<file path="config.mk">
export PLATFORM = sky130hd
export DESIGN_NAME = read_port_device_flat
export DESIGN_NICKNAME = d
export VERILOG_FILES = /design/src/rtl/host_read_pkg.sv /design/src/rtl/host_read_if.sv /design/src/rtl/read_port_device.sv /design/src/flat_wrapper.sv
export VERILOG_INCLUDE_DIRS = /design/src /design/src/rtl
export SDC_FILE = /design/constraint.sdc
export NUM_CORES = 1
export LEC_CHECK = 0
export BUFFER_PORTS_ARGS = -buffer_cell sky130_fd_sc_hd__buf_4
export CORE_MARGIN = 4
export CORE_UTILIZATION = 25
export CTS_CLUSTER_DIAMETER = 150
export CTS_CLUSTER_SIZE = 12
export DETAILED_ROUTE_END_ITERATION = 12
export GPL_TIMING_DRIVEN = 0
export HOLD_SLACK_MARGIN = 0.06
export SETUP_SLACK_MARGIN = 0.3
export SYNTH_ARGS = -nofsm -noshare
export SYNTH_HDL_FRONTEND = slang
export SYNTH_SLANG_ARGS = --single-unit
</file>
<file path="constraint.sdc">
create_clock -name clk -period 3.6 [get_ports clk]
set_input_delay 0.36 -clock clk [delete_from_list [all_inputs] [get_ports clk]]
set_output_delay 0.36 -clock clk [all_outputs]
set_load 0.02 [all_outputs]
</file>
<file path="src/rtl/host_read_defines.svh">
// constants for the 16-bit host read port: timing, address map and reset levels
// Notes on behaviour
// - cycle runs while select and strobe both low
// - register values captured when the read begins
// - address selects registers, data or status FIFOs
// - single reads separated by a high gap
// - strobes held low; whole cycle at least 165 ns
// - bursts up to sixteen words, one per address
// - high gap required between two bursts
// - FIFO select forces reads of receive data
// - direct mode keeps A2..A1, ignores A7..A3
// - direct mode bursts have no word limit
// - FIFO select timed like the address lines
// - direct bursts keep a released strobe high
// - every access moves one 16-bit word
// - wait one cycle before reading fill info
`ifndef HOST_READ_DEFINES_SVH
`define HOST_READ_DEFINES_SVH

// ----------------------------------------
// clock and link timing
// ----------------------------------------
`define CLK_NS        50
`define TCYCLE_NS     165
`define TCSL_NS       32
`define TCSH_NS       13
`define TCYCLE_CYC    ((`TCYCLE_NS + `CLK_NS - 1) / `CLK_NS)
`define TCSL_CYC      ((`TCSL_NS + `CLK_NS - 1) / `CLK_NS)
`define TCSH_CYC      ((`TCSH_NS + `CLK_NS - 1) / `CLK_NS)
// edges from a host pin change to a filtered answer back at the host
`define RESPONSE_CYC  11
// the three-flop filter needs a level to stand two samples
`define FILTER_CYC    2
`define WORD_CYC      ((`TCYCLE_CYC > `RESPONSE_CYC) ? `TCYCLE_CYC : `RESPONSE_CYC)
`define GAP_CYC       ((`TCSH_CYC > `FILTER_CYC) ? `TCSH_CYC : `FILTER_CYC)
`define FENCE_CYC     `TCYCLE_CYC
`define BURST_MAX     16

// ----------------------------------------
// widths, address map and idle levels
// ----------------------------------------
`define DATA_W          16
`define FIFO_DEPTH      32
`define RX_DATA_REGION  5'h00
`define RX_STAT_REGION  5'h08
`define TX_STAT_REGION  5'h09
`define RX_FILL_INFO_WORD 7'h3e
`define FLOAT_LEVEL     16'hffff
`define PIN_IDLE        10'h300

`endif

</file>
<file path="src/rtl/host_read_pkg.sv">
// types shared by both ends of the host read port
package host_read_pkg;
   typedef enum logic [1:0] {SRC_CSR, SRC_RX_DATA, SRC_RX_STATUS, SRC_TX_STATUS} source_t;
   typedef enum logic [1:0] {DEV_IDLE, DEV_CAPTURE, DEV_HOLD} dev_state_t;
   typedef enum logic [1:0] {HOST_IDLE, HOST_WORD, HOST_GAP} host_state_t;
endpackage

</file>
<file path="src/rtl/host_read_if.sv">
// pin bundle between the host and the device read port
`timescale 1ns/1ps
`include "host_read_defines.svh"
interface host_read_if;
   logic                chip_select_low;
   logic                read_strobe_low;
   logic                fifo_sel;
   logic [7:1]          addr;
   logic [`DATA_W-1:0]  data_out;
   logic                data_oe;
   wire  [`DATA_W-1:0]  data_bus;

   // an undriven bus reads as the pulled-up level
   assign data_bus = data_oe ? data_out : `FLOAT_LEVEL;

   modport device (
      input  chip_select_low,
      input  read_strobe_low,
      input  fifo_sel,
      input  addr,
      output data_out,
      output data_oe
   );
   modport host (
      output chip_select_low,
      output read_strobe_low,
      output fifo_sel,
      output addr,
      input  data_bus
   );
endinterface // host_read_if

</file>
<file path="src/rtl/read_port_device.sv">
// device end of the host read port and its receive data FIFO
`timescale 1ns/1ps
`include "host_read_defines.svh"

// ----------------------------------------
// word FIFO
// ----------------------------------------
module word_fifo #(
   parameter int WIDTH = `DATA_W,
   parameter int DEPTH = `FIFO_DEPTH
) (
   // clock and reset
   input  wire logic                   clk,
   input  wire logic                   rst,
   // fill side
   input  wire logic                   in_valid,
   output logic                        in_ready,
   input  wire logic [WIDTH-1:0]       in_data,
   // drain side
   output logic                        out_valid,
   input  wire logic                   out_ready,
   output logic [WIDTH-1:0]            out_data,
   // occupancy
   output logic [$clog2(DEPTH):0]      level
);
   localparam int AW = $clog2(DEPTH);

   if (DEPTH < 2 || (1 << AW) != DEPTH) begin : g_bad_depth
      $error("word_fifo depth must be a power of two of at least 2");
   end

   logic [WIDTH-1:0] mem [DEPTH];
   logic [AW:0]      wr_ptr;
   logic [AW:0]      rd_ptr;
   wire  logic       push;
   wire  logic       pop;

   // pointers carry a wrap bit so full and empty differ
   assign out_valid = (wr_ptr != rd_ptr);
   assign in_ready  = (wr_ptr[AW-1:0] != rd_ptr[AW-1:0]) || (wr_ptr[AW] == rd_ptr[AW]);
   assign push      = in_valid & in_ready;
   assign pop       = out_valid & out_ready;
   assign out_data  = mem[rd_ptr[AW-1:0]];
   assign level     = wr_ptr - rd_ptr;

   // storage has no reset; only entries behind the pointers are read
   always_ff @(posedge clk) begin
      if (push) begin
         mem[wr_ptr[AW-1:0]] <= in_data;
      end
   end

   // pointer update
   always_ff @(posedge clk) begin
      if (rst) begin
         wr_ptr <= '0;
         rd_ptr <= '0;
      end else begin
         if (push) begin
            wr_ptr <= wr_ptr + 1'b1;
         end
         if (pop) begin
            rd_ptr <= rd_ptr + 1'b1;
         end
      end
   end
endmodule // word_fifo

// ----------------------------------------
// device read port
// ----------------------------------------
module read_port_device #(
   parameter int DEPTH = `FIFO_DEPTH
) (
   // clock and reset
   input  wire logic                   clk,
   input  wire logic                   rst,
   // host pins
   host_read_if.device                 link,
   // receive data fill side
   input  wire logic                   rx_valid,
   output logic                        rx_ready,
   input  wire logic [`DATA_W-1:0]     rx_data,
   // receive status stream
   input  wire logic                   rxs_valid,
   input  wire logic [`DATA_W-1:0]     rxs_data,
   output logic                        rxs_pop,
   // transmit status stream
   input  wire logic                   txs_valid,
   input  wire logic [`DATA_W-1:0]     txs_data,
   output logic                        txs_pop,
   // register snapshot source
   output logic [6:0]                  csr_index,
   input  wire logic [`DATA_W-1:0]     csr_data,
   // diagnostics
   output logic                        burst_overrun
);
   localparam int PW = 10;

   logic [PW-1:0]              s1;
   logic [PW-1:0]              s2;
   logic [PW-1:0]              s3;
   logic [PW-1:0]              filt;
   host_read_pkg::dev_state_t  state;
   host_read_pkg::source_t     cur_src;
   logic [6:0]                 word_addr;
   logic [`DATA_W-1:0]         data_q;
   logic                       hit;
   logic                       fsel_q;
   logic [4:0]                 words;
   logic                       fifo_valid;
   logic [`DATA_W-1:0]         fifo_data;
   logic [$clog2(DEPTH):0]     fifo_level;

   // ----------------------------------------
   // pin filter
   // ----------------------------------------
   wire logic [PW-1:0] pins  = {link.chip_select_low, link.read_strobe_low, link.fifo_sel,
                                link.addr};
   wire logic [PW-1:0] agree = ~(s2 ^ s3);
   wire logic [PW-1:0] next_filt = (s2 & agree) | (filt & ~agree);

   // s1 feeds only s2; a level counts once s2 and s3 agree
   always_ff @(posedge clk) begin
      if (rst) begin
         s1   <= `PIN_IDLE;
         s2   <= `PIN_IDLE;
         s3   <= `PIN_IDLE;
         filt <= `PIN_IDLE;
      end else begin
         s1   <= pins;
         s2   <= s1;
         s3   <= s2;
         filt <= next_filt;
      end
   end

   // ----------------------------------------
   // decode
   // ----------------------------------------
   wire logic       active   = ~filt[9] & ~filt[8];
   wire logic       fsel     = filt[7];
   wire logic [6:0] pin_word = filt[6:0];
   // direct mode keeps the low word bits and forces the data region
   wire logic [6:0] eff_word = fsel ? {`RX_DATA_REGION, pin_word[1:0]} : pin_word;
   wire logic [4:0] region   = eff_word[6:2];
   wire host_read_pkg::source_t next_src =
      (region == `RX_DATA_REGION) ? host_read_pkg::SRC_RX_DATA :
      (region == `RX_STAT_REGION) ? host_read_pkg::SRC_RX_STATUS :
      (region == `TX_STAT_REGION) ? host_read_pkg::SRC_TX_STATUS :
                                    host_read_pkg::SRC_CSR;
   // in a burst each new address is a new word
   wire logic       word_changed = (eff_word != word_addr) || (fsel != fsel_q);

   // fill info reports our own FIFO level
   wire logic [`DATA_W-1:0] fill_word = `DATA_W'(fifo_level);
   wire logic [`DATA_W-1:0] csr_word  =
      (word_addr == `RX_FILL_INFO_WORD) ? fill_word : csr_data;
   // empty FIFOs read as zero and are not popped
   wire logic [`DATA_W-1:0] read_word =
      (cur_src == host_read_pkg::SRC_RX_DATA)   ? (fifo_valid ? fifo_data : '0) :
      (cur_src == host_read_pkg::SRC_RX_STATUS) ? (rxs_valid ? rxs_data : '0) :
      (cur_src == host_read_pkg::SRC_TX_STATUS) ? (txs_valid ? txs_data : '0) :
                                                  csr_word;
   wire logic src_ready =
      (cur_src == host_read_pkg::SRC_RX_DATA)   ? fifo_valid :
      (cur_src == host_read_pkg::SRC_RX_STATUS) ? rxs_valid :
      (cur_src == host_read_pkg::SRC_TX_STATUS) ? txs_valid : 1'b0;

   // a word completes when the cycle ends or the address moves on
   wire logic word_done = (state == host_read_pkg::DEV_HOLD) && (!active || word_changed);
   wire logic pop_fire  = word_done & hit;
   wire logic rx_pop    = pop_fire && (cur_src == host_read_pkg::SRC_RX_DATA);
   wire logic start_word =
      ((state == host_read_pkg::DEV_IDLE) && active) ||
      ((state == host_read_pkg::DEV_HOLD) && active && word_changed);

   assign rxs_pop   = pop_fire && (cur_src == host_read_pkg::SRC_RX_STATUS);
   assign txs_pop   = pop_fire && (cur_src == host_read_pkg::SRC_TX_STATUS);
   assign csr_index = word_addr;
   // drive only while a word is being served
   assign link.data_oe  = (state != host_read_pkg::DEV_IDLE);
   assign link.data_out = data_q;

   // ----------------------------------------
   // cycle state machine
   // ----------------------------------------
   always_ff @(posedge clk) begin
      if (rst) begin
         state <= host_read_pkg::DEV_IDLE;
      end else begin
         unique case (state)
            host_read_pkg::DEV_IDLE: begin
               if (active) begin
                  state <= host_read_pkg::DEV_CAPTURE;
               end
            end
            host_read_pkg::DEV_CAPTURE: begin
               state <= host_read_pkg::DEV_HOLD;
            end
            host_read_pkg::DEV_HOLD: begin
               if (!active) begin
                  state <= host_read_pkg::DEV_IDLE;
               end else if (word_changed) begin
                  state <= host_read_pkg::DEV_CAPTURE;
               end
            end
            default: begin
               state <= host_read_pkg::DEV_IDLE;
            end
         endcase
      end
   end

   // address and source are frozen for the whole word
   always_ff @(posedge clk) begin
      if (rst) begin
         word_addr <= 7'h00;
         fsel_q    <= 1'b0;
         cur_src   <= host_read_pkg::SRC_CSR;
      end else if (start_word) begin
         word_addr <= eff_word;
         fsel_q    <= fsel;
         cur_src   <= next_src;
      end
   end

   // snapshot taken once per word so the value cannot move under the host
   always_ff @(posedge clk) begin
      if (rst) begin
         data_q <= 16'h0000;
         hit    <= 1'b0;
      end else if (state == host_read_pkg::DEV_CAPTURE) begin
         data_q <= read_word;
         hit    <= src_ready;
      end
   end

   // words of the current burst; register bursts beyond the limit are flagged
   always_ff @(posedge clk) begin
      if (rst) begin
         words         <= 5'h00;
         burst_overrun <= 1'b0;
      end else if ((state == host_read_pkg::DEV_IDLE) && active) begin
         words         <= 5'h00;
         burst_overrun <= 1'b0;
      end else if (state == host_read_pkg::DEV_CAPTURE) begin
         words <= (words == 5'h1f) ? words : words + 5'h01;
         if (!fsel_q && (words == 5'(`BURST_MAX))) begin
            burst_overrun <= 1'b1;
         end
      end
   end

   // ----------------------------------------
   // receive data buffer
   // ----------------------------------------
   word_fifo #(
      .WIDTH (`DATA_W),
      .DEPTH (DEPTH)
   ) u_rx_fifo (
      .clk       (clk),
      .rst       (rst),
      .in_valid  (rx_valid),
      .in_ready  (rx_ready),
      .in_data   (rx_data),
      .out_valid (fifo_valid),
      .out_ready (rx_pop),
      .out_data  (fifo_data),
      .level     (fifo_level)
   );
endmodule // read_port_device

</file>
<file path="src/flat_wrapper.sv">
// flat-port wrapper written by rule: the top's interface ports become plain ports
module read_port_device_flat 
#(
   parameter int DEPTH = `FIFO_DEPTH
)
  (clk, rst, rx_valid, rx_ready, rx_data, rxs_valid, rxs_data, rxs_pop, txs_valid, txs_data, txs_pop, csr_index, csr_data, burst_overrun, link_chip_select_low, link_read_strobe_low, link_fifo_sel, link_addr, link_data_out, link_data_oe);
  host_read_if link_i ();
  input  wire logic clk;
  input  wire logic rst;
  input  wire logic rx_valid;
  output logic rx_ready;
  input  wire logic [`DATA_W-1:0] rx_data;
  input  wire logic rxs_valid;
  input  wire logic [`DATA_W-1:0] rxs_data;
  output logic rxs_pop;
  input  wire logic txs_valid;
  input  wire logic [`DATA_W-1:0] txs_data;
  output logic txs_pop;
  output logic [6:0] csr_index;
  input  wire logic [`DATA_W-1:0] csr_data;
  output logic burst_overrun;
  input wire logic [$bits(link_i.chip_select_low)-1:0] link_chip_select_low;
  input wire logic [$bits(link_i.read_strobe_low)-1:0] link_read_strobe_low;
  input wire logic [$bits(link_i.fifo_sel)-1:0] link_fifo_sel;
  input wire logic [$bits(link_i.addr)-1:0] link_addr;
  output wire logic [$bits(link_i.data_out)-1:0] link_data_out;
  output wire logic [$bits(link_i.data_oe)-1:0] link_data_oe;
  assign link_i.chip_select_low = link_chip_select_low;
  assign link_i.read_strobe_low = link_read_strobe_low;
  assign link_i.fifo_sel = link_fifo_sel;
  assign link_i.addr = link_addr;
  assign link_data_out = link_i.data_out;
  assign link_data_oe = link_i.data_oe;
  read_port_device #(.DEPTH(DEPTH)) u_core (.clk(clk), .rst(rst), .link(link_i), .rx_valid(rx_valid), .rx_ready(rx_ready), .rx_data(rx_data), .rxs_valid(rxs_valid), .rxs_data(rxs_data), .rxs_pop(rxs_pop), .txs_valid(txs_valid), .txs_data(txs_data), .txs_pop(txs_pop), .csr_index(csr_index), .csr_data(csr_data), .burst_overrun(burst_overrun));
endmodule
</file>
After elaboration in Yosys (flattened, before gate mapping)
Memory sizes are Yosys's and may differ from the RTL's. A register that Yosys moved wholly into a read port is not among the register bits.
Cells that the tools add are included.
{ "totals": {"register_bits": 87, "latchBits": 0, "ram_bits": 512, "mem_bits_ro": 0, "inputBits": 79, "out_inout_bits": 28, "memories": 1} }
{ "classes": {"n_addsub": 4, "multipliers": 0, "div_mod_pow": 0, "order_cmp": 0, "eq_ne": 17, "n_shift": 0, "n_mux": 22, "n_bitwise": 13, "n_reduce_logical": 21} }
{ "mem_list": {"columns": ["name", "depth", "width", "read_ports", "rd_ports_with_merged_regs", "write_ports", "line_no", "text"], "rows": [
  ["u_core.u_rx_fifo.mem", 32, 16, 1, 1, 1, "read_port_device.sv:32", "logic [WIDTH-1:0] mem [DEPTH];"]
]} }
{ "op_table": {"columns": ["op", "count"], "rows": [
  ["two-way mux 16 bit", 7],
  ["bitwise AND 10 bit", 2],
  ["inverter 10 bit", 2],
  ["adder 6 x 1 -> 6 bit, second input constant", 2],
  ["two-way mux 2 bit", 6],
  ["== test 5 x 4 -> 1 bit, second input constant", 2],
  ["== test 5 bit, second input constant", 2],
  ["two-way mux 5 bit", 2],
  ["bitwise OR 10 bit", 1],
  ["XOR 10 bit", 1],
  ["logical AND 1 bit", 8],
  ["== test 7 x 6 -> 1 bit, second input constant", 1],
  ["two-way mux 7 bit", 1],
  ["!= test 7 bit", 1],
  ["== test 2 bit, second input constant", 3],
  ["!= test 6 bit", 1],
  ["one-hot mux 2 bit (3 select lines)", 1],
  ["AND reduction 2 bit", 3],
  ["subtractor 6 bit", 1],
  ["adder 5 x 1 -> 5 bit, second input constant", 1],
  ["logical NOT 5 bit", 1],
  ["two-way mux 1 bit", 5],
  ["!= test 5 bit", 1],
  ["bitwise AND 1 bit", 4],
  ["11 further kinds", 18]
]} }

Depth between registers and ports, before layout
Gate-level depths: netlist of the first run.
{ "depth": {"word_depth": 10, "mapped_depth": 9} }

Modules after synthesis
A second synthesis of the first run with hierarchy kept.
{ "unflattened": {"hier_cells": 1535, "hier_area_um2": 24253.3} }
{ "modules_own_cells": {"columns": ["mod", "instances", "cells_each", "area_each_um2", "seq_area_each_um2"], "rows": [
  ["word_fifo", 1, 1169, 20883.8, 15715.1],
  ["read_port_device", 1, 366, 3369.5, 1501.4]
]} }

Least setup slack after synthesis of the first run
No wires, ideal clock.
{ "synth_path": {"path_kind": "reg2reg", "start": "register u_core.u_rx_fifo.wr_ptr[0]", "end": "memory u_core.u_rx_fifo.mem[31][0] in the netlist's numbering (enable)", "setup_ps": 388, "arrival_time_ps": 2646, "slack_ps": 565, "stages_incl_launch_ff": 9, "cell_sequence": "dfxtp_1 -> inv_1 -> ha_1 -> and4_1 -> nand3_1 -> and2_1 -> clkbuf_1 -> nand2_1 -> nor2_1"} }
{ "synth_between": {"elab_chain_len": 5} }
{ "synth_lines": {"columns": ["item", "line_no", "text"], "rows": [
  ["start: declaration", "read_port_device.sv:33", "logic [AW:0] wr_ptr;"],
  ["start signal: assignment", "read_port_device.sv:60", "wr_ptr <= wr_ptr + 1'b1;"],
  ["!= test 5 bit", "read_port_device.sv:40", "assign in_ready = (wr_ptr[AW-1:0] != rd_ptr[AW-1:0]) || (wr_ptr[AW] == rd_ptr[AW]);"],
  ["logical OR 1 bit", "read_port_device.sv:40", null],
  ["named net rx_ready", "flat_wrapper.sv:11", "output logic rx_ready;"],
  ["bitwise AND 1 bit", "read_port_device.sv:41", "assign push = in_valid & in_ready;"],
  ["two-way mux 1 bit", "read_port_device.sv:48", "if (push) begin"],
  ["two-way mux 1 bit (implied by the code)", "read_port_device.sv:49", "mem[wr_ptr[AW-1:0]] <= in_data;"],
  ["end: declaration", "read_port_device.sv:32", null]
]} }
The timed path passes the listed nets, and every way through them passes these cells.

==> results of run 1 <==
per-layer routing:
layer	vias up	share of wire (%)	global-route usage (%)
li1	5865	-	-
met1	7110	40	17.7
met2	638	48	21.8
met3	120	9.3	3.35
met4	6	2.6	3.87
met5	-	0.073	0
synthesized netlist by cell type (3+ instances only):
library cell | instances | area [sq um]
a21oi_1 | 51 | 255
nand3b_1 | 9 | 67.6
a31oi_1 | 5 | 31.3
inv_1 | 14 | 52.6
o2bb2ai_1 | 3 | 26.3
nor2_1 | 96 | 360
nand2_1 | 43 | 161
o21ai_0 | 24 | 120
or3_1 | 5 | 31.3
xnor2_1 | 7 | 61.3
nor3b_1 | 3 | 22.5
buf_2 | 19 | 95.1
nand2b_1 | 7 | 43.8
a221oi_1 | 3 | 26.3
edfxtp_1 | 512 | 15400
and2_1 | 6 | 37.5
or3b_2 | 3 | 26.3
a21o_1 | 3 | 22.5
or2_2 | 9 | 56.3
mux2i_1 | 43 | 430
and3_1 | 3 | 18.8
nor2b_1 | 46 | 288
o31ai_1 | 3 | 22.5
nand4_1 | 7 | 43.8
ha_1 | 13 | 163
nor3_1 | 25 | 125
o21bai_1 | 3 | 22.5
a22oi_1 | 11 | 82.6
nand3_1 | 8 | 40.0
buf_4 | 10 | 75.1
a22o_1 | 11 | 96.3
xor2_1 | 12 | 105
buf_1 | 6 | 22.5
mux4_2 | 115 | 2590
mux2_2 | 14 | 158
a211oi_1 | 25 | 188
clkbuf_1 | 38 | 143
dfxtp_1 | 92 | 1840
o211ai_1 | 11 | 82.6
a221o_1 | 10 | 100
o22ai_1 | 10 | 62.6
power by group:
group	internal [mW]	switching (mW)	total, mW
clock network	2.91	2.52	5.42
logic	0.140	0.238	0.378
registers	7.63	0.0181	7.65
through the flow:
stage,hold WS [ps],total power [mW],instance area (sq um)
3_3_place_gp,398,8.11,26200
2_1_floorplan,389,7.91,23900
5_1_grt,110,13.9,28900
3_5_place_dp,397,8.15,26800
6_report,129,13.4,28900
4_1_cts,96.1,13.6,28800
worst min path at each step:
stage,start,end,cells after the start
global route,rx_data[14],u_core.u_rx_fifo.mem[27][14],1
detailed placement,u_core.s1[8],u_core.s2[8],1
global placement,u_core.s1[8],u_core.s2[8],1
CTS,rx_data[14],u_core.u_rx_fifo.mem[27][14],1
floorplan,u_core.s1[8],u_core.s2[8],1
finish,rx_data[14],u_core.u_rx_fifo.mem[27][14],1
logic make-up (layout without fill, tap and decap cells):
kind of cell    count (synthesis)  after routing  synth area share (%)
simple gates                  278            278                  5.85
flops                         604            604                  72.1
fa+ha+maj                      14             14                 0.765
other cells                     0              2                     0
xor+xnor                       19             19                 0.697
buf+inv                        88            337                  1.65
mux                           172            172                  13.3
compound gates                191            191                  5.60
critical path, stage by stage, from the launching register on:
cell,delay [ps]
dfxtp_1,450
buf_2,390
clkdlybuf4s15_1,850
mux4_2,420
o22ai_1,410
nor3_1,100
a211oi_1,310
nor3_1,70
state kept, by name, summed over array words and instances (netlist names), 2 cells and up, named ones only:
name	count
u_core.s2	10
u_core.u_rx_fifo.wr_ptr	6
u_core.words	5
u_core.u_rx_fifo.rd_ptr	6
u_core.state	2
u_core.s1	10
u_core.cur_src	2
u_core.s3	10
u_core.link.data_out	16
u_core.u_rx_fifo.mem	512
u_core.csr_index	7
what timing repair did:
| action | 4_1_cts | 5_1_grt |
|---|---|---|
| resized for setup | 19 | 22 |
| pin swaps | 3 | 2 |
| hold buffers | 11 | 0 |
| setup endpoints to repair | 354 | 505 |
| hold endpoints to repair | 11 | 0 |
| setup buffers | 7 | 4 |
cell type report:
type	count	area share, %
tap	1265	5.48
buffer	74	1.22
clock inverter	4	0.295
antenna	2	0.0173
clock buffer	91	5.31
inverter	14	0.195
sequential	604	59.6
timing repair buffer	154	5.32
multi-input combinational	674	22.5
==> flow_summary.ini, run 1 <==
[place]
port-buffer-count = 105
dp_worst_setup_slack_ps = -275
numPlacedInstances = 2763
dp_hpwl_um = 47000
globalplace.congestion = 0.876

[floorplan]
chipHeight_um = 317
core_region_area_sq_um = 94900
die-area_sq_um = 100000
top_level_ports = 107
chip_width_um = 317
initial_core_util_pct = 25.2
std_cell_rows = 113

[setup_path]
worst_r2r_endpoint = u_core.link.data_out[11]
crit_path_start_kind = flop
timing.setup.critical_path_class = reg2reg
required_ps = 4080
timing.critical_path.arrival_ps = 3660
worstSetupEndpoint = u_core.link.data_out[11]
worstSetupEndpointType = flop
reg2reg_setup_slack_ps = 420
ff2ff_path_depth = 7
timing.critical_path.fanout_max = 10

[timing]
final_period_minus_worst_setup_slack_ps = 3180
timing.slew.headroom_pct = 30.2
achievable-frequency_mhz = 314
hold_vio_cnt_final = 0
timing.final.setup_violations = 0
worst-slew-pin-transition_ps = 1050
worst_slack_ps = 417
clock_skew_ps = 34.4
finalSetupTns_ps = 0
finalCritPeriodShare_pct = 88.4
timing.final.max_slew_violations = 0
rsz0062_at_grt = yes

[finish]
nNetsFinal = 1671
layout.area.seq_sq_um = 17200
layout-drive-gt1-share_pct = 26.1
area_of_the_multi_input_gates_sq_um = 6500
synthToLayoutAreaGrowth_pct = 20.9
final_cell_count_no_fill = 2882
layout.cells.most_common_list = 512 x edfxtp_1, 120 x buf_4, 115 x mux4_2
utilization_pct = 30.4
final_common_cell = edfxtp_1
nFillCells = 9213

[cts]
cts-root-to-sink-buffers = 3
cts_sinks = 604
htreeDepth = 2
clk_pin_slew_worst_paths_ps = 70
cts_tree = built
cts_root_buffer = clkbuf_16
numCtsBuffers = 56
insertion_delay_ps = 640

[min_path]
hold_path.class = in2reg

[grt]
initial_antenna_violation_count = 6
grt_first_pass_wirelength_um = 97700
grt_max_degree = 33
grt_util_all_layers_pct = 13.4
grt_pass1_vias = 13900
gr-total-overflow = 0

[run_status]
run_status = finished clean

[synthesis]
ys.flop_type = edfxtp_1
ys_types = 64
postSynthAreaPerCell_sq_um = 17.5
synth_seq_cells = 604
syn-num-nets = 1459
post_synthesis_sequential_area_ratio_pct = 72.1
ys.warnings.count = 0
synthesized_instance_count = 1366
asyncSetResetFlopFracSynth_pct = 0
synth_enable_flop_cells = 512
synth_area_sq_um = 23900

[pwr]
pwr_density_cell_nw_per_um2 = 466
ir_drop_mv = 0.454
p_leak_nw = 8.93

[drt]
detail_route.wirelength_um = 68700
route.antenna.remaining_nets = 0
drc_errors = 0
vias = 13700
wire_per_inst_um = 23.9
route.detailed.vias_per_inst = 4.77
firstDrtPassIters = 6
initial_drc_count = 1624

[job]
drv_cap = 0
Power figures use the tool's default switching activity.
==> run 2, diff against run 1 <==
--- a/config.mk
+++ b/config.mk
@@ -8,7 +8,7 @@
 export LEC_CHECK = 0
 export BUFFER_PORTS_ARGS = -buffer_cell sky130_fd_sc_hd__buf_4
 export CORE_MARGIN = 4
-export CORE_UTILIZATION = 25
+export CORE_UTILIZATION = 45
 export CTS_CLUSTER_DIAMETER = 150
 export CTS_CLUSTER_SIZE = 12
 export DETAILED_ROUTE_END_ITERATION = 12
==> constraint.sdc (replaced) <==
create_clock -name clk -period 2.67 [get_ports clk]
set_input_delay 0.267 -clock clk [delete_from_list [all_inputs] [get_ports clk]]
set_output_delay 0.267 -clock clk [all_outputs]
set_load 0.1 [all_outputs]
==> flow_summary.ini, run 2 (synthesis gave the netlist of run 1 again) <==
[run_status]
run_status = finished clean

[setup_path]
crit_path_frequent_cell = buf_4
timing.critical_path.fanout_max = 10
timing.critical_path.slowest_cell_delay_ps = 460
critPathTopFamily = buffers and inverters
worstPathCellList = buf_4 -> buf_4 -> nand2_1 -> nor3_4 -> buf_8
crit_path_start = u_core.cur_src[1]
required_ps = 2400
reg2reg_setup_slack_ps = 330
timing.setup.critical_path_class = reg2out
crit_path_start_kind = flop
path_buf_inv = 3
worstSetupEndpointType = output pin
highest_delay_cell_along_the_critical_path = dfxtp_2
timing.critical_path.arrival_ps = 2100

[pwr]
p_leak_nw = 9.40
pwr_density_cell_nw_per_um2 = 616
design_power_total_mw = 18.1
ir_drop_mv = 0.617

[place]
globalplace.congestion = 0.803
dp_hpwl_um = 41500
placed_area_sq_um = 25900
numPlacedInstances = 2159
port-buffer-count = 105

[grt]
grt_util_all_layers_pct = 22.9
grt_max_degree = 33
grt_pass1_vias = 13800
gr-total-overflow = 0
grt_first_pass_wirelength_um = 94600
initial_antenna_violation_count = 1

[finish]
layout-drive-gt1-share_pct = 33.6
area_of_the_multi_input_gates_sq_um = 6950
num_antenna_cells = 0
layout.area.seq_sq_um = 17200
largest_register_ff_count = 512
synthToLayoutAreaGrowth_pct = 23.1
final_cell_count_no_fill = 2347
nNetsFinal = 1721
finalInstanceArea_sq_um = 29400
nFillCells = 4065
layout.cells.most_common_list = 512 x edfxtp_1, 153 x buf_4, 115 x mux4_2
final_common_cell = edfxtp_1

[timing]
finalSetupTns_ps = 0
rsz0062_at_grt = yes
worst-slew-pin-transition_ps = 840
finalCritPeriodShare_pct = 88.8
achievable-frequency_mhz = 422
clock_skew_ps = 32.1
hold_vio_cnt_final = 0
timing.final.max_slew_violations = 0
final_period_minus_worst_setup_slack_ps = 2370
timing.slew.headroom_pct = 44.0
timing.final.setup_violations = 0

[min_path]
min-delay-start = csr_data[14]
hold_path.class = in2reg

[cts]
cts_root_buffer = clkbuf_16
cts_tree = built
insertion_delay_ps = 620
clk_pin_slew_worst_paths_ps = 60
cts_sinks = 604
htreeDepth = 2
cts-root-to-sink-buffers = 3
numCtsBuffers = 56

[job]
drv_cap = 0

[floorplan]
chip_width_um = 238
std_cell_rows = 84
chipHeight_um = 238
die-area_sq_um = 56800
core_region_area_sq_um = 52600
top_level_ports = 107
initial_core_util_pct = 45.4

[drt]
firstDrtPassIters = 5
detail_route.wirelength_um = 65400
drc_errors = 0
vias = 13700
route.antenna.remaining_nets = 0
initial_drc_count = 1468
route.detailed.vias_per_inst = 5.82
wire_per_inst_um = 27.9
run 2: cell count changes in the layout (fill, tap and decap cells not counted), sizes merged:
| cell | change |
|---|---|
| buf | +41 |
| clkbuf | -7 |
| clkdlybuf4s15 | -1 |
| clkinv | -1 |
| diode | -2 |
| dlygate4sd3 | +12 |
run 2: worst paths after layout:
path | endpoint | depth (start not counted)
setup / recovery | txs_pop | 5
hold / removal | u_core.link.data_out[14] | 4
setup reg to reg | u_core.link.data_out[5] | 8
hold reg to reg | u_core.s2[8] | 1
run 2: routing by layer:
layer  track usage, %  vias up  wire length [um]
met5                0        -                 0
met4             7.12        0              1920
met3             3.91       90              4150
met2             37.6      472             32200
met1             31.9     7161             27100
li1                 -     5938                 -
run 2: layout make-up:
cell class,instances,area share (%)
multi-input cells,674,23.7
inverters,14,0.192
plain buffers,74,2.20
clock inverters,3,0.187
flip-flops and latches,604,58.7
repair buffers,204,7.00
well taps,688,2.93
clock buffers,86,5.15
run 2: tightest hold or removal path, stage by stage:
cell	delay, ps
buf_4	90
a221oi_4	70
o221ai_2	70
nor3b_2	140
run 2: what timing repair did:
action	4_1_cts	5_1_grt
cloned	1	0
buffers inserted	71	4
endpoints found under the hold margin	157	0
endpoints found under the setup margin	540	41
gates resized for setup	139	52
hold buffers	23	0
pin swaps	41	15
run 2: through the flow:
stage | hold WS [ps] | util, % | worst slack, ps
2_1_floorplan | 366 | - | 192
3_3_place_gp | 397 | 49.3 | -456
3_5_place_dp | 397 | 49.3 | -473
4_1_cts | 61.1 | 55.5 | 73.1
5_1_grt | 86.7 | 55.9 | 228
6_report | 73.2 | 55.9 | 298
run 2: power by group:
part / switching, mW / internal, mW / total (mW)
clock network: 3.35 / 3.87 / 7.22
registers: 0.0225 / 10.3 / 10.3
logic: 0.364 / 0.229 / 0.593
